--- config.mk ---
export PLATFORM = sky130hd
export DESIGN_NAME = dmg_guard
export DESIGN_NICKNAME = d
export VERILOG_FILES = /design/src/pkg/dmg_pkg.sv /design/src/hw/dmg_guard.sv
export SDC_FILE = /design/constraint.sdc
export NUM_CORES = 1
export LEC_CHECK = 0
export ABC_CLOCK_PERIOD_IN_PS = 5600
export BUFFER_PORTS_ARGS = -buffer_cell sky130_fd_sc_hd__buf_2
export CAP_MARGIN = 20
export CORE_ASPECT_RATIO = 1.2
export CORE_MARGIN = 5
export CORE_UTILIZATION = 67
export CTS_BUF_LIST = sky130_fd_sc_hd__clkbuf_4 sky130_fd_sc_hd__clkbuf_8
export DETAILED_ROUTE_END_ITERATION = 7
export HOLD_SLACK_MARGIN = 0.03
export PLACE_DENSITY = 0.95
export SLEW_MARGIN = 0
export SYNTH_ARGS = -nofsm -noshare
export SYNTH_HDL_FRONTEND = slang
export SYNTH_SLANG_ARGS = --single-unit
--- constraint.sdc ---
create_clock -name pclk -period 5.6 [get_ports pclk]
set_input_delay 0.28 -clock pclk [delete_from_list [all_inputs] [get_ports pclk]]
set_output_delay 0.28 -clock pclk [all_outputs]
set_load 0.01 [all_outputs]
--- src/pkg/dmg_pkg.sv ---
// dmg_pkg: offsets, field positions and reset values of the dma guard block
// assumes a 32-bit apb slave with byte addresses on word boundaries
package dmg_pkg;
    // apb byte offsets
    localparam logic [7:0] OFS_CHAN_CTRL   = 8'h00;
    localparam logic [7:0] OFS_WRITE_GUARD = 8'h04;
    localparam logic [7:0] OFS_TERM_CTRL   = 8'h08;
    localparam logic [7:0] OFS_STATUS      = 8'h0C;
    localparam logic [7:0] OFS_HALF_BASE   = 8'h10; // 0a, 0b, 1a, 1b
    localparam logic [7:0] OFS_ADDR_BASE   = 8'h40; // per channel block
    localparam logic [7:0] OFS_ADDR_STRIDE = 8'h10;
    localparam logic [7:0] OFS_MEM_ADDR    = 8'h00;
    localparam logic [7:0] OFS_IO_ADDR     = 8'h04;
    localparam logic [7:0] OFS_COUNT       = 8'h08;
    // channel enable control field positions
    localparam int BIT_END_IRQ_EN_CH0   = 0;
    localparam int BIT_BREAK_IRQ_EN_CH0 = 1;
    localparam int BIT_END_IRQ_EN_CH1   = 2;
    localparam int BIT_BREAK_IRQ_EN_CH1 = 3;
    localparam int BIT_XFER_ENABLE_CH0  = 4;
    localparam int BIT_MASTER_EN_CH0    = 5;
    localparam int BIT_XFER_ENABLE_CH1  = 6;
    localparam int BIT_MASTER_EN_CH1    = 7;
    localparam int BIT_SHORT_ADDR_CH0   = 12;
    localparam int BIT_SHORT_ADDR_CH1   = 13;
    localparam int BIT_FULL_ADDR_CH0    = 14;
    localparam int BIT_FULL_ADDR_CH1    = 15;
    // terminal pin control field positions
    localparam int BIT_END_PIN_EN_CH0   = 4;
    localparam int BIT_END_PIN_EN_CH1   = 5;
    // write guard bits: 0 = ch0 a, 1 = ch0 b, 2 = ch1 a, 3 = ch1 b
    localparam logic [7:0]  GUARD_MASK     = 8'h0F;
    localparam logic [7:0]  TERM_MASK      = 8'h30;
    localparam logic [15:0] DTC_LOCK_MASK  = 16'hF000;
    localparam logic [15:0] ARMED_MASK     = 16'h00F0;
    // reset values
    localparam logic [15:0] RST_CHAN_CTRL  = 16'h0000;
    localparam logic [7:0]  RST_GUARD      = 8'h00;
    localparam logic [7:0]  RST_TERM       = 8'h00;
endpackage : dmg_pkg

--- src/hw/dmg_guard.sv ---
// dmg_guard: interrupt, write guard and end pin control of a two channel dma
// assumes apb3 master on pclk; dtc_master marks transfers from the data
// transfer controller; transfer datapath drives the done and cycle inputs
//
// Overview of operation
// ch1 xfer enable falling with end irq enable set raises end irq
// ch0 xfer enable falling with end irq enable set raises end irq
// handler cancels end irq by clearing enable or re-enabling transfer
// ch0 master enable falling with break irq enable set raises break irq
// handler cancels ch0 break irq by clearing enable or setting master
// interrupt enable bits 3..0 are read/write and reset to zero
// guard bits 7..4 and terminal bits 7,6,3..0 read zero, ignore writes
// guard bit 3 opens half 1b control, bits 11,7,3 and terminal bit 5
// guard bit 2 opens half 1a control and bits 10,6,2
// guard bit 1 opens half 0b control, bits 9,5,1 and terminal bit 4
// guard bit 0 opens half 0a control and bits 8,4,0
// guard restrictions apply to writes from the data transfer controller
// controller writes to address mode bits 15..12 are always ignored
// controller may set enable bits 7..4 without reading zero first
// reactivating full address channel needs both a and b guard bits
// address and count registers always accept writes
// software halts a channel before changing its address registers
// controller sets guard so other channels stay masked
// terminal bits 5 and 4 enable end pins, port switched to output
// end pin works only for the b half in short address mode
// outside block mode end pin asserts when transfer counter hits zero
// in block mode end pin asserts when block counter hits zero
// xfer enable clears on reset, completion, or software writing zero
// channel acts on requests only with xfer and master enable both set
// ch1 master enable falling with break irq enable set raises break irq
// guarded bits hold on a blocked write, unguarded bits still update
// each irq request holds until its cancel condition occurs
`timescale 1ns/10ps
`default_nettype none
module dmg_guard #(
    parameter int MEM_ADDR_W = 24,
    parameter int IO_ADDR_W  = 16,
    parameter int COUNT_W    = 16,
    parameter int HALF_W     = 16
) (
    input  wire logic        pclk,
    input  wire logic        presetn,
    input  wire logic        psel,
    input  wire logic        penable,
    input  wire logic        pwrite,
    input  wire logic [7:0]  paddr,
    input  wire logic [31:0] pwdata,
    output logic      [31:0] prdata,
    output logic             pready,
    output logic             pslverr,
    input  wire logic        dtc_master,
    input  wire logic [1:0]  xfer_done,
    input  wire logic [1:0]  block_mode,
    input  wire logic [1:0]  count_zero_cycle,
    input  wire logic [1:0]  block_zero_cycle,
    output logic      [1:0]  chan_active,
    output logic      [1:0]  end_irq_req,
    output logic      [1:0]  break_irq_req,
    output logic      [1:0]  end_pin,
    output logic      [1:0]  end_pin_oe_n
);
    logic [15:0]         chan_ff, nxt_chan;
    logic [7:0]          guard_ff, nxt_guard;
    logic [7:0]          term_ff, nxt_term;
    logic [15:0]         armed_ff, nxt_armed;
    logic [HALF_W-1:0]   half_ff [4];
    logic [HALF_W-1:0]   nxt_half [4];
    logic [MEM_ADDR_W-1:0] mem_ff [2];
    logic [MEM_ADDR_W-1:0] nxt_mem [2];
    logic [IO_ADDR_W-1:0]  io_ff [2];
    logic [IO_ADDR_W-1:0]  nxt_io [2];
    logic [COUNT_W-1:0]    cnt_ff [2];
    logic [COUNT_W-1:0]    nxt_cnt [2];
    logic [31:0]         rdata_ff, nxt_rdata;
    logic                err_ff, nxt_err;
    logic [1:0]          end_irq_ff, nxt_end_irq;
    logic [1:0]          brk_irq_ff, nxt_brk_irq;
    logic [1:0]          pin_ff, nxt_pin;
    logic                wr_go, rd_go, setup;
    logic [15:0]         bcr_open;
    logic [1:0]          xfer_en, master_en, end_en, brk_en;

    assign setup  = psel & ~penable;
    assign wr_go  = psel & penable & pwrite;
    assign rd_go  = psel & penable & ~pwrite;
    assign pready = 1'b1; // zero wait states
    assign prdata = rdata_ff;
    assign pslverr = psel & penable & err_ff;

    // per channel views of the enable control register
    assign xfer_en   = {chan_ff[dmg_pkg::BIT_XFER_ENABLE_CH1],
                        chan_ff[dmg_pkg::BIT_XFER_ENABLE_CH0]};
    assign master_en = {chan_ff[dmg_pkg::BIT_MASTER_EN_CH1],
                        chan_ff[dmg_pkg::BIT_MASTER_EN_CH0]};
    assign end_en    = {chan_ff[dmg_pkg::BIT_END_IRQ_EN_CH1],
                        chan_ff[dmg_pkg::BIT_END_IRQ_EN_CH0]};
    assign brk_en    = {chan_ff[dmg_pkg::BIT_BREAK_IRQ_EN_CH1],
                        chan_ff[dmg_pkg::BIT_BREAK_IRQ_EN_CH0]};
    assign chan_active = xfer_en & master_en;

    // which control bits a write may touch: bit n belongs to half n mod 4
    always_comb begin
        for (int b = 0; b < 16; b++) begin
            bcr_open[b] = ~dtc_master | guard_ff[b % 4];
        end
        if (dtc_master) begin
            bcr_open = bcr_open & ~dmg_pkg::DTC_LOCK_MASK;
        end
    end

    // read mux, decoded in setup so prdata comes from a flip-flop
    always_comb begin
        logic [7:0] rel;
        rel       = 8'h00;
        nxt_rdata = rdata_ff;
        nxt_err   = err_ff;
        if (setup) begin
            nxt_rdata = 32'h0000_0000;
            nxt_err   = 1'b0;
            rel       = paddr - dmg_pkg::OFS_ADDR_BASE;
            if (paddr[1:0] != 2'b00) begin
                nxt_err = 1'b1;
            end else if (paddr == dmg_pkg::OFS_CHAN_CTRL) begin
                nxt_rdata[15:0] = chan_ff;
            end else if (paddr == dmg_pkg::OFS_WRITE_GUARD) begin
                nxt_rdata[7:0] = guard_ff;
            end else if (paddr == dmg_pkg::OFS_TERM_CTRL) begin
                nxt_rdata[7:0] = term_ff;
            end else if (paddr == dmg_pkg::OFS_STATUS) begin
                nxt_rdata[5:0] = {chan_active, brk_irq_ff, end_irq_ff};
            end else if (paddr[7:4] == dmg_pkg::OFS_HALF_BASE[7:4]) begin
                nxt_rdata[HALF_W-1:0] = half_ff[paddr[3:2]];
            end else if (paddr >= dmg_pkg::OFS_ADDR_BASE
                         && rel < 2 * dmg_pkg::OFS_ADDR_STRIDE
                         && rel[3:0] != 4'hC) begin
                unique case (rel[3:0])
                    dmg_pkg::OFS_MEM_ADDR[3:0]:
                        nxt_rdata[MEM_ADDR_W-1:0] = mem_ff[rel[4]];
                    dmg_pkg::OFS_IO_ADDR[3:0]:
                        nxt_rdata[IO_ADDR_W-1:0] = io_ff[rel[4]];
                    default:
                        nxt_rdata[COUNT_W-1:0] = cnt_ff[rel[4]];
                endcase
            end else begin
                nxt_err = 1'b1;
            end
        end
    end

    // register writes; completion clears the transfer enable bit
    always_comb begin
        logic [15:0] wv;
        logic [7:0]  rel;
        wv        = pwdata[15:0];
        rel       = paddr - dmg_pkg::OFS_ADDR_BASE;
        nxt_chan  = chan_ff;
        nxt_guard = guard_ff;
        nxt_term  = term_ff;
        nxt_armed = armed_ff;
        nxt_half  = half_ff;
        nxt_mem   = mem_ff;
        nxt_io    = io_ff;
        nxt_cnt   = cnt_ff;
        // a cpu read that sees an enable bit at 0 arms it for setting
        if (rd_go && paddr == dmg_pkg::OFS_CHAN_CTRL) begin
            nxt_armed = ~chan_ff & dmg_pkg::ARMED_MASK;
        end
        if (wr_go && !err_ff) begin
            if (paddr == dmg_pkg::OFS_CHAN_CTRL) begin
                for (int b = 0; b < 16; b++) begin
                    if (bcr_open[b]) begin
                        if (dmg_pkg::ARMED_MASK[b] && wv[b]
                            && !chan_ff[b]) begin
                            // cpu needs the read-zero first
                            nxt_chan[b] = dtc_master | armed_ff[b];
                        end else begin
                            nxt_chan[b] = wv[b];
                        end
                    end
                end
            end else if (paddr == dmg_pkg::OFS_WRITE_GUARD) begin
                nxt_guard = pwdata[7:0] & dmg_pkg::GUARD_MASK;
            end else if (paddr == dmg_pkg::OFS_TERM_CTRL) begin
                if (~dtc_master | guard_ff[3]) begin
                    nxt_term[dmg_pkg::BIT_END_PIN_EN_CH1] =
                        pwdata[dmg_pkg::BIT_END_PIN_EN_CH1];
                end
                if (~dtc_master | guard_ff[1]) begin
                    nxt_term[dmg_pkg::BIT_END_PIN_EN_CH0] =
                        pwdata[dmg_pkg::BIT_END_PIN_EN_CH0];
                end
            end else if (paddr[7:4] == dmg_pkg::OFS_HALF_BASE[7:4]) begin
                if (~dtc_master | guard_ff[paddr[3:2]]) begin
                    nxt_half[paddr[3:2]] = pwdata[HALF_W-1:0];
                end
            end else if (paddr >= dmg_pkg::OFS_ADDR_BASE) begin
                // never guarded; software must halt the channel first
                unique case (rel[3:0])
                    dmg_pkg::OFS_MEM_ADDR[3:0]:
                        nxt_mem[rel[4]] = pwdata[MEM_ADDR_W-1:0];
                    dmg_pkg::OFS_IO_ADDR[3:0]:
                        nxt_io[rel[4]] = pwdata[IO_ADDR_W-1:0];
                    default:
                        nxt_cnt[rel[4]] = pwdata[COUNT_W-1:0];
                endcase
            end
        end
        // completion wins over a concurrent write of 1
        if (xfer_done[0]) begin
            nxt_chan[dmg_pkg::BIT_XFER_ENABLE_CH0] = 1'b0;
        end
        if (xfer_done[1]) begin
            nxt_chan[dmg_pkg::BIT_XFER_ENABLE_CH1] = 1'b0;
        end
    end

    // per channel interrupt and end pin logic
    generate
        for (genvar c = 0; c < 2; c++) begin : g_chan
            logic end_fall, brk_fall, b_short;
            assign end_fall = xfer_en[c] & ~nxt_chan[4 + 2 * c];
            assign brk_fall = master_en[c] & ~nxt_chan[5 + 2 * c];
            assign b_short  = chan_ff[12 + c] & ~chan_ff[14 + c];
            always_comb begin
                // sticky request; cancelled by enable off or restart
                nxt_end_irq[c] = end_irq_ff[c];
                if (!end_en[c] || xfer_en[c]) begin
                    nxt_end_irq[c] = 1'b0;
                end
                if (end_fall && nxt_chan[2 * c]) begin
                    nxt_end_irq[c] = 1'b1;
                end
                nxt_brk_irq[c] = brk_irq_ff[c];
                if (!brk_en[c] || master_en[c]) begin
                    nxt_brk_irq[c] = 1'b0;
                end
                if (brk_fall && nxt_chan[1 + 2 * c]) begin
                    nxt_brk_irq[c] = 1'b1;
                end
                // pin is registered: it pulses for one cycle, the cycle after the one whose counter reaches zero
                nxt_pin[c] = term_ff[4 + c] & b_short
                           & (block_mode[c] ? block_zero_cycle[c]
                                            : count_zero_cycle[c]);
            end
        end
    endgenerate

    assign end_irq_req   = end_irq_ff;
    assign break_irq_req = brk_irq_ff;
    assign end_pin       = pin_ff;
    assign end_pin_oe_n  = ~term_ff[5:4];

    // state registers
    always_ff @(posedge pclk or negedge presetn) begin
        if (!presetn) begin
            chan_ff    <= dmg_pkg::RST_CHAN_CTRL;
            guard_ff   <= dmg_pkg::RST_GUARD;
            term_ff    <= dmg_pkg::RST_TERM;
            armed_ff   <= 16'h0000;
            rdata_ff   <= 32'h0000_0000;
            err_ff     <= 1'b0;
            end_irq_ff <= 2'b00;
            brk_irq_ff <= 2'b00;
            pin_ff     <= 2'b00;
            for (int i = 0; i < 4; i++) begin
                half_ff[i] <= '0;
            end
            for (int i = 0; i < 2; i++) begin
                mem_ff[i] <= '0;
                io_ff[i]  <= '0;
                cnt_ff[i] <= '0;
            end
        end else begin
            chan_ff    <= nxt_chan;
            guard_ff   <= nxt_guard;
            term_ff    <= nxt_term;
            armed_ff   <= nxt_armed;
            rdata_ff   <= nxt_rdata;
            err_ff     <= nxt_err;
            end_irq_ff <= nxt_end_irq;
            brk_irq_ff <= nxt_brk_irq;
            pin_ff     <= nxt_pin;
            half_ff    <= nxt_half;
            mem_ff     <= nxt_mem;
            io_ff      <= nxt_io;
            cnt_ff     <= nxt_cnt;
        end
    end
endmodule : dmg_guard
`default_nettype wire

==> impl.org <==
** Timing
- Post-route minimum period :: between 2000 and 3000 ps
- Pins over their slew limit :: 0
- Max Clock Freq :: 360.8 MHz
- TNS Setup :: 0 ps
- For the pin with the worst max-slew slack, the measured transition is 1095 ps.
- RSZ-0062 raised after global routing :: false
- The number of endpoints with negative hold slack in the final report is 0.
- Post-route setup slack :: around 2800 ps
- Clock tree skew after final layout :: 19.61 ps
- Final critical-path share of the clock period :: 0.4949
- Final setup violation count :: 0
- The worst pin sits at a relative slew slack of 0.2642.

** CTS
- Setup bufs post-CTS :: 0
- Number of buffers inserted during clock tree synthesis :: 36
- The H-tree was split into 2 levels.
- In this run the clock root is driven by a sky130_fd_sc_hd__clkbuf_8.
- The clock passes through at most 3 buffers.
- Clock transition at the register clock pins on the worst setup and hold paths after CTS :: 60 ps
- Skew-Pair Late Insertion Delay :: 510 ps
- TritonCTS built the clock tree.
- After clock tree synthesis, the repair step resized 0 gates.
- Sinks on the clock net :: 233
- Count of hold-fix buffers inserted at cts :: 9

** Setup path
- Of all nets on the critical path, the largest fanout is 58.
- STA classifies the critical path startpoint as an input pin.
- Kind of end point of the critical path :: flip-flop
- Data on the critical path arrives at its endpoint at 3160 ps.
- CP Class :: input pin to flip-flop
- Crit path required time :: 5990 ps

** Logic synthesis
- After synthesis, the largest family of logic cells by area is multiplexers.
- For this run, the number of Yosys warnings is 0.
- Most frequent cell after synthesis :: sky130_fd_sc_hd__dfrtp_1
- Among all flip-flop cells after synthesis, the most frequent one is sky130_fd_sc_hd__dfrtp_1.
- Fraction of the yosys area taken by sequential cells :: 0.5340
- Of the post-synthesis cell area, the dominant cell type holds 0.5340.
- Post-synth EDFFs :: 0
- Of the total synthesized cell area, the portion taken by AND, OR, NAND and NOR gates is 0.06853.
- Cells taking the most area after synthesis :: sky130_fd_sc_hd__dfrtp_1 53%, sky130_fd_sc_hd__mux2_2 19%, sky130_fd_sc_hd__mux2i_1 5.5%, sky130_fd_sc_hd__mux4_2 3.7%, sky130_fd_sc_hd__nand2_1 1.5%
- Area of the mapped netlist :: between 10000 and 15000 um2
- sky130_fd_sc_hd__dfrtp_1 takes more of the synthesized area than any other cell.
- Xor/xnor share of the synthesized area :: 0
- Proportion of synthesized flip-flops having asynchronous set or reset :: 1.000
- Multiplexer share of the synthesized area :: 0.2967
- Synthesis inferred 233 register bits.
- Counting distinct cell types in the post-synthesis netlist gives 59.
- In this run the mean area of a mapped cell was 13.46 um2.
- The compound-gate portion of the synthesized area is 0.06154.
- Top cells by instance count after synthesis :: 233 x sky130_fd_sc_hd__dfrtp_1, 185 x sky130_fd_sc_hd__mux2_2, 60 x sky130_fd_sc_hd__mux2i_1, 45 x sky130_fd_sc_hd__nand2_1, 31 x sky130_fd_sc_hd__o21ai_0
- Mapped Cells :: 811
- Of the total synthesized cell area, the portion taken by full adders, half adders and majority gates is 0.

** GRT
- The initial antenna violation count is 1.
- Entering global routing, the biggest net connects 110 pins.
- Global-route wire length before repair :: 44780 um
- In the global route stage, overall resource usage came out at 0.3034.
- Vias in the first global route :: 8219
- Total congestion overflow :: 0

** Layout
- Antenna diode count :: 0
- Util after Layout :: 0.7532
- The filler cells instantiated in the layout total 877.
- Share of cells above drive strength 1 :: 0.4205
- Synth-to-layout area growth :: 11.37%
- Total Nets Final :: 943

** Power
- Worst IR Drop VDD :: ~0.15 mV
- The internal power of the cells totals 0.002541 W.
- Leak Pwr :: 6.142 nW
- Seq pwr share :: 0.525
- For this design the total switching power over the nets is slightly below 0.0008 W.
- The share of total power dissipated in the clock network is 0.404.
- The share of total power dissipated in combinational logic is 0.071.
- Switching part of the total power :: 0.2376
- Total power per unit cell area :: 274.1 nW/um2

** Die
- In this run the standard cell core region covers 16140 um2.
- Floorplan die width :: 126.5 um
- The die is 149.8 um tall.
- Initial Util :: 0.6763
- The die covers 18960 um2.
- For this design the top-level I/O count stands at 98.
- The floorplan has 51 rows.

** Drt
- In the final routed layout, each cell accounts on average for 25.47 um.
- The detailed router finished its first iteration with between 1000 and 1500 violations.
- Via-per-instance ratio :: approximately 6.9
- For this run, the detailed router's first-pass iteration total came to 6.
- In this run the remaining antenna-violating nets after routing total 0.
- After detailed routing, the total wire length is 28480 um.
- DRC violation count after routing :: 0
- Vias :: approximately 7700

** Place
- Final GP Congestion :: 0.8557
- During placement, the flow inserted port buffers numbering 80.
- Post-detail-place hpwl :: 16860 um
- At the placement stage, the worst setup path has a slack of 2122 ps.

** Run
- Max-cap violations :: 0

** Min path
- Path type of the worst min-delay path :: input pin to flip-flop

** Outcome
- The flow ran to the end, and the final reports show no timing, DRC or antenna violations.
routing by layer:
layer / track usage / wire length [um] / vias to the layer above
met5: 0 / 11 / -
met2: 0.4955 / 13890 / 514
met1: 0.3756 / 10260 / 3892
met3: 0.06640 / 2655 / 149
li1: - / - / 3134
met4: 0.1733 / 1662 / 2
worst max-delay path: stages:
cell,delay (ps)
sky130_fd_sc_hd__buf_4,400
sky130_fd_sc_hd__or4_1,820
sky130_fd_sc_hd__nor2_1,840
sky130_fd_sc_hd__nand3b_1,420
sky130_fd_sc_hd__mux2_2,380
cell type report:
cell class | instances | area, um2 | area share
inverters | 13 | 48.80 | 0.004013
multi-input cells | 502 | 4700 | 0.3865
clock buffers | 51 | 639.4 | 0.05258
well taps | 212 | 265.3 | 0.02182
clock inverters | 4 | 20.02 | 0.001646
repair buffers | 103 | 655.6 | 0.05392
flip-flops and latches | 233 | 5831 | 0.4795
stage by stage:
stage          instances  total power (W)  hold slack, ps  cell area [um2]
6_report            1118         0.003333           47.87            12160
5_1_grt             1118         0.003432           35.81            12160
4_1_cts             1115         0.003339           30.79            12090
3_5_place_dp        1051         0.002001           382.6            11340
3_3_place_gp        1051         0.001985           376.9            11340
2_1_floorplan        818         0.001906          -15.59            10940
power groups by stage:
stage               logic, W  clock network, W  registers (W)
floorplan           0.000137                 0        0.00177
global placement    0.000213                 0        0.00177
detailed placement  0.000224                 0        0.00178
CTS                 0.000234           0.00136        0.00175
global route        0.000258           0.00142        0.00175
finish              0.000238           0.00135        0.00175
path summary, 6_finish.rpt:
check	from	end	slack (ps)	cells after the start
min in group asynchronous	presetn	half_ff[19]	380	2
hold / removal	pwdata[21]	mem_ff[45]	50	2
setup / recovery	paddr[4]	guard_ff[1]	2830	5
max in group asynchronous	presetn	mem_ff[13]	3820	3
setup reg to reg	err_ff	mem_ff[42]	3010	5
hold reg to reg	prdata[19]	prdata[19]	480	2
logic make-up after synthesis:
logic type	count (synthesis)
muxes	273
DFF	233
and+or+nand+nor	121
AOI/OAI and AO/OA	99
buffers and inverters	83
other	2
registers in the layout, summed over array words and instances (netlist names):
register and count:
cnt_ff 32, armed_ff 4, io_ff 32, term_ff 2, half_ff 64, end_irq_req 2, end_pin 2, mem_ff 48
err_ff 1, guard_ff 4, break_irq_req 2, prdata 24, chan_ff 16
layout by cell type (no fill, tap or decap), drive strengths merged, types with 10 or more instances in the layout:
| cell type | Yosys | layout |
|---|---|---|
| inv | 12 | 12 |
| clkbuf | 29 | 51 |
| nand2 | 46 | 46 |
| mux4 | 18 | 18 |
| mux2i | 60 | 60 |
| mux2 | 195 | 195 |
| dfrtp | 233 | 233 |
| a22oi | 11 | 11 |
| nor3 | 10 | 10 |
| o21ai | 32 | 32 |
| buf | 41 | 94 |
No activity file was read; power rests on OpenSTA's default activity.
